$ cat config.mk
export PLATFORM = sky130hd
export DESIGN_NAME = t3c_top
export DESIGN_NICKNAME = d
export VERILOG_FILES = /design/src/hw/t3c_pkg.sv /design/src/hw/t3c_top.sv /design/src/hw/t3c_edge_sync.sv
export SDC_FILE = /design/constraint.sdc
export NUM_CORES = 1
export LEC_CHECK = 0
export ABC_CLOCK_PERIOD_IN_PS = 2680
export BUFFER_PORTS_ARGS = -buffer_cell sky130_fd_sc_hd__buf_4
export CAP_MARGIN = 20
export CORE_MARGIN = 2
export CORE_UTILIZATION = 50
export CTS_BUF_LIST = sky130_fd_sc_hd__clkbuf_16
export DETAILED_ROUTE_END_ITERATION = 10
export PLACE_DENSITY_LB_ADDON = 0.15
export SYNTH_ARGS = -nofsm -noshare
export SYNTH_HDL_FRONTEND = slang
export SYNTH_SLANG_ARGS = --single-unit
$ cat constraint.sdc
create_clock -name clk -period 2.68 [get_ports clk]
set_input_delay 0.134 -clock clk [delete_from_list [all_inputs] [get_ports clk]]
set_output_delay 0.134 -clock clk [all_outputs]
set_load 0.02 [all_outputs]
$ cat src/hw/t3c_pkg.sv
// constants shared by the timer three capture/reload controller
package t3c_pkg;
	// special-function addresses
	localparam logic [7:0] ADDR_CONTROL = 8'hC8;
	localparam logic [7:0] ADDR_MODE = 8'hC9;
	localparam logic [7:0] ADDR_RELOAD_LOW = 8'hCA;
	localparam logic [7:0] ADDR_RELOAD_HIGH = 8'hCB;
	localparam logic [7:0] ADDR_COUNT_LOW = 8'hCC;
	localparam logic [7:0] ADDR_COUNT_HIGH = 8'hCD;
	// control register bit positions
	localparam int BIT_OVERFLOW_FLAG = 7;
	localparam int BIT_EXTERNAL_TRIGGER_FLAG = 6;
	localparam int BIT_RECEIVE_CLOCK_SELECT = 5;
	localparam int BIT_TRANSMIT_CLOCK_SELECT = 4;
	localparam int BIT_TRIGGER_INPUT_ENABLE = 3;
	localparam int BIT_RUN_CONTROL = 2;
	localparam int BIT_COUNT_SOURCE_SELECT = 1;
	localparam int BIT_CAPTURE_RELOAD_SELECT = 0;
	// mode register bit positions
	localparam int BIT_UP_DOWN_ENABLE = 0;
	localparam int BIT_CLOCK_OUT_ENABLE = 1;
	localparam logic [7:0] MODE_IMPL_MASK = 8'h03;
	// reset values
	localparam logic [7:0] RESET_CONTROL = 8'h00;
	localparam logic [7:0] RESET_MODE = 8'h00;
	localparam logic [7:0] RESET_BYTE = 8'h00;
	// internal timing: one count per prescale period
	localparam logic [3:0] PRESCALE_DIV = 4'hC;
	localparam logic [15:0] COUNT_ALL_ONES = 16'hFFFF;
endpackage

$ cat src/hw/t3c_top.sv
// timer three: 16-bit timer/counter with capture, auto-reload and baud clock
`timescale 1ns/1ps
`default_nettype none
// Functional notes
// - counter overflow sets overflow flag bit 7; it stays until software clears it.
// - overflow flag never set while receive or transmit clock select is 1.
// - trigger-pin capture or reload with trigger enable sets external flag bit 6.
// - external flag raises the timer interrupt; software clears the flag.
// - in up/down mode the external flag raises no interrupt.
// - receive clock select bit 5 picks this timer's overflows for serial receive in serial modes 1 and 3.
// - transmit clock select bit 4 picks this timer's overflows for serial transmit in serial modes 1 and 3.
// - trigger enable bit 3 admits trigger-pin falling edges unless clocking serial or in up/down mode.
// - run control bit 2 starts the counter when 1, stops it when 0.
// - count source bit 1: internal timing at 0, count-pin falling edges at 1.
// - capture select 1 with trigger enabled captures on trigger falling edge.
// - capture select 0 reloads on overflow, and on trigger edges when enabled.
// - with a serial clock select set, always reload on overflow.
// - reload/capture high and low bytes form the 16-bit reload or capture value.
// - control register at 0C8H, bit addressable, resets to zero.
// - trigger pin is capture/reload trigger and direction input.
// - count pin is event counter input and may drive a clock out.
module t3c_top (
	// clock and reset
	input wire logic clk,
	input wire logic arst_n,
	// special-function register bus
	input wire logic [7:0] sfr_addr,
	input wire logic [7:0] sfr_wdata,
	input wire logic sfr_wr,
	input wire logic sfr_rd,
	input wire logic sfr_bit_wr,
	input wire logic [2:0] sfr_bit_sel,
	input wire logic sfr_bit_val,
	output logic [7:0] sfr_rdata,
	// pins
	input wire logic trigger_pin,
	input wire logic count_pin_in,
	output logic count_pin_out,
	output logic count_pin_oe,
	// serial port and other timer
	input wire logic [1:0] serial_mode,
	input wire logic timer1_ovf,
	output logic rx_baud_tick,
	output logic tx_baud_tick,
	// interrupt request
	output logic timer_irq
);
	logic [7:0] ctl_reg, ctl_next, mode_reg, mode_next;
	logic [15:0] cnt_reg, cnt_next, rcap_reg, rcap_next;
	logic [3:0] pre_reg, pre_next;
	logic [7:0] rdata_reg, rdata_next;
	logic rx_reg, rx_next, tx_reg, tx_next, irq_reg, irq_next, cko_reg, cko_next;
	logic trig_level, trig_fall, cpin_fall;
	logic rx_sel, tx_sel, exen, run, cts, cprl, ud_en, ckoe, baud, serial_13;
	logic pre_tick, count_evt, dir_up, ovf, unf, trig_evt, reload, capture;
	logic [7:0] ctl_sw;

	// pin synchronisers
	t3c_edge_sync u_trig_sync (
		.clk(clk),
		.arst_n(arst_n),
		.pin(trigger_pin),
		.level(trig_level),
		.fall(trig_fall)
	);
	t3c_edge_sync u_count_sync (
		.clk(clk),
		.arst_n(arst_n),
		.pin(count_pin_in),
		.level(),
		.fall(cpin_fall)
	);

	// control field decode
	assign rx_sel = ctl_reg[t3c_pkg::BIT_RECEIVE_CLOCK_SELECT];
	assign tx_sel = ctl_reg[t3c_pkg::BIT_TRANSMIT_CLOCK_SELECT];
	assign exen = ctl_reg[t3c_pkg::BIT_TRIGGER_INPUT_ENABLE];
	assign run = ctl_reg[t3c_pkg::BIT_RUN_CONTROL];
	assign cts = ctl_reg[t3c_pkg::BIT_COUNT_SOURCE_SELECT];
	assign cprl = ctl_reg[t3c_pkg::BIT_CAPTURE_RELOAD_SELECT];
	assign ud_en = mode_reg[t3c_pkg::BIT_UP_DOWN_ENABLE];
	assign ckoe = mode_reg[t3c_pkg::BIT_CLOCK_OUT_ENABLE];
	assign baud = rx_sel | tx_sel;
	assign serial_13 = serial_mode[0];

	// count events, overflow and trigger decode
	always_comb
	begin
		pre_tick = (pre_reg == t3c_pkg::PRESCALE_DIV - 4'h1);
		count_evt = run & (cts ? cpin_fall : pre_tick);
		dir_up = ~ud_en | trig_level;
		ovf = count_evt & dir_up & (cnt_reg == t3c_pkg::COUNT_ALL_ONES);
		unf = count_evt & ~dir_up & (cnt_reg == rcap_reg);
		trig_evt = trig_fall & exen & ~baud & ~ud_en;
		capture = trig_evt & cprl;
		reload = (ovf & (~cprl | baud)) | (trig_evt & ~cprl);
	end

	// prescaler for internal timing
	always_comb
	begin
		pre_next = pre_tick ? 4'h0 : pre_reg + 4'h1;
	end

	// control register: byte or bit write, hardware sets win over clears
	always_comb
	begin
		ctl_sw = ctl_reg;
		if (sfr_wr && sfr_addr == t3c_pkg::ADDR_CONTROL)
		begin
			ctl_sw = sfr_wdata;
		end
		else if (sfr_bit_wr && sfr_addr == t3c_pkg::ADDR_CONTROL)
		begin
			ctl_sw[sfr_bit_sel] = sfr_bit_val;
		end
		ctl_next = ctl_sw;
		if (ovf && !baud)
		begin
			ctl_next[t3c_pkg::BIT_OVERFLOW_FLAG] = 1'b1;
		end
		if (trig_evt)
		begin
			ctl_next[t3c_pkg::BIT_EXTERNAL_TRIGGER_FLAG] = 1'b1;
		end
		mode_next = mode_reg;
		if (sfr_wr && sfr_addr == t3c_pkg::ADDR_MODE)
		begin
			mode_next = sfr_wdata & t3c_pkg::MODE_IMPL_MASK;
		end
	end

	// counter and reload/capture bytes
	always_comb
	begin
		cnt_next = cnt_reg;
		rcap_next = rcap_reg;
		if (count_evt)
		begin
			cnt_next = dir_up ? cnt_reg + 16'h0001 : cnt_reg - 16'h0001;
		end
		if (reload)
		begin
			cnt_next = rcap_reg;
		end
		else if (unf)
		begin
			cnt_next = t3c_pkg::COUNT_ALL_ONES;
		end
		if (sfr_wr && sfr_addr == t3c_pkg::ADDR_COUNT_LOW)
		begin
			cnt_next[7:0] = sfr_wdata;
		end
		if (sfr_wr && sfr_addr == t3c_pkg::ADDR_COUNT_HIGH)
		begin
			cnt_next[15:8] = sfr_wdata;
		end
		if (sfr_wr && sfr_addr == t3c_pkg::ADDR_RELOAD_LOW)
		begin
			rcap_next[7:0] = sfr_wdata;
		end
		if (sfr_wr && sfr_addr == t3c_pkg::ADDR_RELOAD_HIGH)
		begin
			rcap_next[15:8] = sfr_wdata;
		end
		if (capture)
		begin
			rcap_next = cnt_reg;
		end
	end

	// read data, baud ticks, interrupt and clock out
	always_comb
	begin
		rdata_next = rdata_reg;
		if (sfr_rd)
		begin
			case (sfr_addr)
				t3c_pkg::ADDR_CONTROL: rdata_next = ctl_reg;
				t3c_pkg::ADDR_MODE: rdata_next = mode_reg;
				t3c_pkg::ADDR_RELOAD_LOW: rdata_next = rcap_reg[7:0];
				t3c_pkg::ADDR_RELOAD_HIGH: rdata_next = rcap_reg[15:8];
				t3c_pkg::ADDR_COUNT_LOW: rdata_next = cnt_reg[7:0];
				t3c_pkg::ADDR_COUNT_HIGH: rdata_next = cnt_reg[15:8];
				default: rdata_next = 8'h00;
			endcase
		end
		rx_next = (rx_sel && serial_13) ? ovf : timer1_ovf;
		tx_next = (tx_sel && serial_13) ? ovf : timer1_ovf;
		irq_next = ctl_reg[t3c_pkg::BIT_OVERFLOW_FLAG]
			| (ctl_reg[t3c_pkg::BIT_EXTERNAL_TRIGGER_FLAG] & ~ud_en);
		cko_next = (ckoe && ovf) ? ~cko_reg : cko_reg;
	end

	// state registers
	always_ff @(posedge clk or negedge arst_n)
	begin
		if (!arst_n)
		begin
			ctl_reg <= t3c_pkg::RESET_CONTROL;
			mode_reg <= t3c_pkg::RESET_MODE;
			cnt_reg <= {t3c_pkg::RESET_BYTE, t3c_pkg::RESET_BYTE};
			rcap_reg <= {t3c_pkg::RESET_BYTE, t3c_pkg::RESET_BYTE};
			pre_reg <= 4'h0;
			rdata_reg <= 8'h00;
			rx_reg <= 1'b0;
			tx_reg <= 1'b0;
			irq_reg <= 1'b0;
			cko_reg <= 1'b0;
		end
		else
		begin
			ctl_reg <= ctl_next;
			mode_reg <= mode_next;
			cnt_reg <= cnt_next;
			rcap_reg <= rcap_next;
			pre_reg <= pre_next;
			rdata_reg <= rdata_next;
			rx_reg <= rx_next;
			tx_reg <= tx_next;
			irq_reg <= irq_next;
			cko_reg <= cko_next;
		end
	end

	// outputs straight from flip-flops
	assign sfr_rdata = rdata_reg;
	assign rx_baud_tick = rx_reg;
	assign tx_baud_tick = tx_reg;
	assign timer_irq = irq_reg;
	assign count_pin_out = cko_reg;
	assign count_pin_oe = ckoe;

	logic ctl_sw_write, ext_quiet, step_up, ext_step;
	logic [15:0] cnt_inc;
	assign ctl_sw_write = (sfr_wr | sfr_bit_wr) && sfr_addr == t3c_pkg::ADDR_CONTROL;
	assign ext_quiet = !ctl_reg[6] && !ctl_sw_write;
	assign step_up = dir_up & ~reload & ~sfr_wr;
	assign ext_step = run & cts & cpin_fall & step_up;
	assign cnt_inc = cnt_reg + 16'h0001;
endmodule
`default_nettype wire

$ cat src/hw/t3c_edge_sync.sv
// three-stage pin synchroniser with a filtered level and falling-edge pulse
`timescale 1ns/1ps
`default_nettype none
module t3c_edge_sync (
	// clock and reset
	input wire logic clk,
	input wire logic arst_n,
	// asynchronous pin
	input wire logic pin,
	// synchronised outputs
	output logic level,
	output logic fall
);
	logic s1_reg, s2_reg, s3_reg, lvl_reg, fall_reg;
	logic lvl_next, fall_next;

	// a change is accepted once stages two and three agree
	always_comb
	begin
		lvl_next = (s2_reg == s3_reg) ? s3_reg : lvl_reg;
		fall_next = lvl_reg & (s2_reg == s3_reg) & ~s3_reg;
	end

	// synchroniser chain, resets to the idle-high pin level
	always_ff @(posedge clk or negedge arst_n)
	begin
		if (!arst_n)
		begin
			s1_reg <= 1'b1;
			s2_reg <= 1'b1;
			s3_reg <= 1'b1;
			lvl_reg <= 1'b1;
			fall_reg <= 1'b0;
		end
		else
		begin
			s1_reg <= pin;
			s2_reg <= s1_reg;
			s3_reg <= s2_reg;
			lvl_reg <= lvl_next;
			fall_reg <= fall_next;
		end
	end

	assign level = lvl_reg;
	assign fall = fall_reg;
endmodule
`default_nettype wire

==> results of run 1 <==
## Yosys cell counts, types with 4 or more instances
cell and count:
dfstp_2 8, nor2_1 28, or4_1 4, buf_2 6, a21oi_1 14, o22ai_1 12
mux2_2 9, xnor2_1 21, o31ai_1 9, clkbuf_1 25, nor3_1 16, a21boi_0 6
inv_1 12, a222oi_1 6, nor2b_1 5, a211oi_1 8, mux2i_1 29, o21ai_0 25
nand2_1 49, nand4_1 9, and2_1 5, nor4_1 5, a221oi_1 4, dfrtp_1 60
a22oi_1 8, nand3_1 17, nor3b_1 6, xor2_1 7
## worst max-delay path: stages, from the launching register on
cell and delay [ns]:
dfrtp_1 0.38, ha_1 0.25, nand4bb_1 0.24, a2111oi_0 0.52
a211o_1 0.22, o211ai_1 0.21, o32ai_1 0.43, a21oi_1 0.08
## area by class of cell
class / instances / area (µm²) / area share, %
tap: 108 / 135 / 2.59
sequential: 68 / 1710 / 32.8
clock inverter: 7 / 80.1 / 1.53
multi-input combinational: 364 / 2470 / 47.4
inverter: 12 / 45.0 / 0.863
timing repair buffer: 72 / 548 / 10.5
clock buffer: 9 / 225 / 4.32
## path summary, 6_finish.rpt
path                                         start                  to  slack, ns  depth (start not counted)
worst max-delay path                    pre_reg[0]         cnt_reg[12]       0.22                          7
worst min-delay path                    timer1_ovf        rx_baud_tick       0.01                          3
worst max register to register          pre_reg[0]         cnt_reg[12]       0.22                          7
worst min register to register  u_trig_sync.s1_reg  u_trig_sync.s2_reg       0.36                          0
max in group asynchronous                   arst_n          cnt_reg[6]       1.65                          2
min in group asynchronous                   arst_n        rx_baud_tick       0.46                          2
## kinds of logic after synthesis
| kind of cell | Yosys count | share of synthesized area [%] |
|---|---|---|
| AND/OR/NAND/NOR | 172 | 21.0 |
| AO/OA/AOI/OAI | 120 | 18.9 |
| flip-flops | 68 | 39.1 |
| buffers and inverters | 46 | 4.29 |
| multiplexers | 40 | 9.99 |
| XOR/XNOR | 28 | 5.61 |
| adder cells (fa/ha/maj) | 4 | 1.03 |
## routing by layer
layer / GRT usage, % / vias up / part of all wire, %
met3: 4.89 / 32 / 10
met1: 44.0 / 2021 / 42
met5: 0 / - / 0
met2: 47.1 / 234 / 46
li1: - / 1878 / -
met4: 8.55 / 0 / 2.1
## through the flow
step	instances	power, µW
after floorplan	478	1970
after global placement	621	2340
after detailed placement	621	2350
after CTS	640	3600
after global routing	640	3770
final	640	3600
## power by group through the flow
stage	registers, µW	clock network, µW	logic, µW
finish	1350	1240	1010
detailed placement	1360	0	989
CTS	1340	1260	1000
floorplan	1230	0	741
global route	1370	1300	1090
global placement	1360	0	973
==> impl_results.md, run 1 <==
- NetSw: 1280 µW
- CTS Root Cell: clkbuf_16
- Post-synth EDFFs: 0
- Clk_skew: 0.0115 ns
- Top-area cell type share of the netlist area: 34.3%
- Final core utilization: 60.7%
- Clk pwr share: 34.3%
- Sequential share of power: 37.6%
- Core Box Area: 8590 µm²
- Initial antenna violation count: 0
- Share of cells above drive strength 1: 21.8%
- Setup ws final: 0.220 ns
- Core Rows: 34
- VDD IR max: 0.000520 V
- TritonCTS Buffers: 9
- Worst skew pair latency: 0.34 ns
- Layout area overhead: 19.3%
- HP Class: input port to register
- TNS Setup: 0 ns
- Die area: 9510 µm²
- CTS Hold Bufs: 3
- Slew @ Worst Pin: 0.872 ns
- CTS tree: done
- Pin count of the biggest net entering global routing: 69
- Dpl hpwl: 10.1 mm
- Crit Path Category: register to register
- Post-layout nets: 559
- Async SR Flop Fraction: 100%
- Design area: 5220 µm²
- Clock slew at reported path FFs: 0.07 ns
- # Max-Cap Violations: 0
- Worst-path fanout max: 6
- Die Wd: 97.5 µm
- Commonest non-fill, non-tap cells in the layout: buf_4, dfrtp_1, nand2_1
- # IOs: 43
- Final ANT Viol Nets: 0
- TritonRoute pass-1 iters: 8
- DR vias: 4165
- Setup Fix Bufs, Post-CTS: 0
- Netlist cell types: 66
- Crit. End Element: register
- Combinational power share: 28.1%
- Vias in the first global route: 3898
- Synth Cell Area: 4370 µm²
- # DRC: 0
- Arr. time, crit path: 2.65 ns
- H-tree Lvls: 3
- Gr usage total: 30.3%
- Pins Over Slew Limit: 0
- Placer congestion estimate: 0.978
- Syn Nets: 510
- Synth top area cells: dfrtp_1, mux2i_1, dfstp_2
- ANT cells: 0
- Tmin final: 2.46 ns
- Total Routed Length: 14.1 mm
- Most common cell after layout, fill and taps aside: buf_4
- Port Buffers: 41
- Die height: 97.5 µm
- Final Hold Viols: 0
- DR iter-0 viols: 492
- DP Area: 4880 µm²
- Final setup violation count: 0
- First-pass GRT wire length: 22.2 mm
- Clock Sinks: 68
- Fmax: 406 MHz
- Seq/Total Area, Yosys: 39.1%
- Switch share: 35.6%
- Yosys Warn Count: 0
- Status: completed
- Cell taking the most area after synthesis: dfrtp_1
- GRT overflow: 0
- DR WL/cell: 22.1 µm
- RSZ-0062 raised after global routing: false
- Fillcell total: 764
- Pre-CTS WS: 0.290 ns
- Synth Area per Inst: 9.15 µm²
- Post-synthesis instance total: 478
- Period utilisation layout: 91.8%
- Max_slew headroom: 41.9%
- Yosys reg bits: 68
- Resize count post-CTS: 0
- Ys flop type: dfrtp_1
- Pleak: 0.00209 µW
- CP startpoint kind: register
- Critical Path RT: 2.87 ns
- Starting Density: 50.9%
- WHS: 0.0122 ns
- Pwr/cell area: 690 nW/µm²
- Routed vias/inst: 6.51
- Maximum clock path buffer count: 2
- Internal power: 2320 µW
No activity file was read; power rests on OpenSTA's default activity.
==> run 2, diff against run 1 <==
Settings changed: RECOVER_POWER set to 25.
==> run 2 against run 1 <==
Compared with the run above: the run now ends with capacitance limit, slew limit left; clock skew down 0.00068 ns; sequential cell count unchanged; hold slack worse by 0.0022 ns; core utilization down 0.73 points; non-clock buffer count unchanged; register-to-register slack about the same; routed wire length down 0.18%; first-iteration DRC count down 5.9%; via count down 0.31%; highest routed layer unchanged.
==> impl_results.md, run 2 (synthesized netlist as in run 1, its figures left out) <==
- Status: complete, but fails checks
- Failing checks: capacitance limit, slew limit
- Vias in the first global route: 3898
- Design area: 5160 µm²
- TritonCTS Buffers: 9
- Tmin final: 2.46 ns
- CTS Root Cell: clkbuf_16
- Port Buffers: 41
- CP startpoint kind: register
- Starting Density: 50.9%
- Pre-CTS WS: 0.290 ns
- VDD IR max: 0.000521 V
- Pin count of the biggest net entering global routing: 69
- Die area: 9510 µm²
- Layout area overhead: 17.9%
- Clock Sinks: 68
- Fmax: 407 MHz
- First-pass GRT wire length: 22.2 mm
- HP Class: input port to register
- Crit. End Element: register
- H-tree Lvls: 3
- Worst R2R End: cnt_reg[3]
- Dpl hpwl: 10.1 mm
- Clk_skew: 0.0109 ns
- Period utilisation layout: 91.8%
- Gr usage total: 30.3%
- Worst skew pair latency: 0.34 ns
- Hold_sp: timer1_ovf
- DR iter-0 viols: 463
- Total Power: 3600 µW
- Final setup violation count: 0
- Maximum clock path buffer count: 2
- Most common cell after layout, fill and taps aside: dfrtp_1
- Final ANT Viol Nets: 0
- DP Area: 4880 µm²
- # Max-Cap Violations: 1
- Pwr/cell area: 698 nW/µm²
- Post-layout nets: 559
- Arr. time, crit path: 2.66 ns
- Hold Path End: rx_baud_tick
- Die height: 97.5 µm
- Commonest non-fill, non-tap cells in the layout: dfrtp_1, buf_4, nand2_1
- Worst Setup SP: mode_reg[0]
- DR vias: 4152
- DR WL/cell: 22.0 µm
- Core Box Area: 8590 µm²
- Resize count post-CTS: 0
- Die Wd: 97.5 µm
- Final Hold Viols: 0
- # DRC: 0
- Share of cells above drive strength 1: 18.2%
- Max_slew headroom: -13.7%
- ANT cells: 0
- Crit Path Category: register to register
- Initial antenna violation count: 0
- Setup Fix Bufs, Post-CTS: 0
- Slew @ Worst Pin: 1.71 ns
- # IOs: 43
- Pleak: 0.00202 µW
- Hold path cells: 3
- CTS tree: done
- TNS Setup: 0 ns
- Core Rows: 34
- Total Routed Length: 14.1 mm
- Worst r2r src: mode_reg[0]
- Setup ws final: 0.221 ns
- WHS: 0.0101 ns
- Pins Over Slew Limit: 69
- RSZ-0062 raised after global routing: false
- Fillcell total: 784
- FF-to-FF path depth: 6
- Placer congestion estimate: 0.978
- Worst-path fanout max: 8
- Clock slew at reported path FFs: 0.07 ns
- TritonRoute pass-1 iters: 6
- Critical Path RT: 2.88 ns
- Routed vias/inst: 6.49
- Flop-to-flop setup slack: 0.22 ns
- GRT overflow: 0
## run 2: cell types whose count changed in the layout (fill, tap and decap cells not counted)
cell	delta
buf_4	-19
dfstp_2	-3
clkbuf_1	+16
dfstp_1	+3
clkbuf_2	+1
clkbuf_4	+2
## run 2: routing by layer
metal / up-vias / global-route usage, % / part of all wire (%)
met5: - / 0 / 0
met4: 0 / 8.55 / 2.5
met1: 2049 / 44.0 / 43
li1: 1871 / - / -
met3: 33 / 4.89 / 9.2
met2: 199 / 47.1 / 45
## run 2: through the flow
step	instances	util, %
floorplan	478	-
global placement	621	56.8
detailed placement	621	56.8
CTS	640	60.7
global route	640	60.0
finish	640	60.0
## run 2: critical path, stage by stage (launching register included)
cell	delay [ns]
dfrtp_1	0.45
clkbuf_1	0.18
nand3b_1	0.22
or3_1	0.43
o21a_1	0.28
or2_1	0.37
o31ai_1	0.39
## run 2: layout make-up
class / instances / area [µm²] / area share, %
Multi-Input combinational cell: 364 / 2470 / 48.0
Sequential cell: 68 / 1710 / 33.2
Tap cell: 108 / 135 / 2.62
Timing Repair Buffer: 72 / 485 / 9.42
Clock buffer: 9 / 225 / 4.37
Clock inverter: 7 / 80.1 / 1.55
Inverter: 12 / 45.0 / 0.874
## run 2: what timing repair did
action / 4_1_cts / 5_1_grt
endpoints found under the hold margin: 62 / 0
setup endpoints to repair: 0 / 0
hold buffers: 3 / 0
## run 2: how the worst max path moves through the flow
stage,endpoint,cells after the start
2_1_floorplan,cnt_reg[15],7
3_3_place_gp,cnt_reg[12],7
3_5_place_dp,cnt_reg[14],9
4_1_cts,cnt_reg[14],9
5_1_grt,cnt_reg[12],9
6_report,cnt_reg[3],6
## run 2: power breakdown
group / switching [µW] / total (µW) / internal [µW]
Combinational: 568 / 1010 / 439
Sequential: 209 / 1350 / 1140
Clock: 507 / 1240 / 734
Total: 1280 / 3600 / 2310
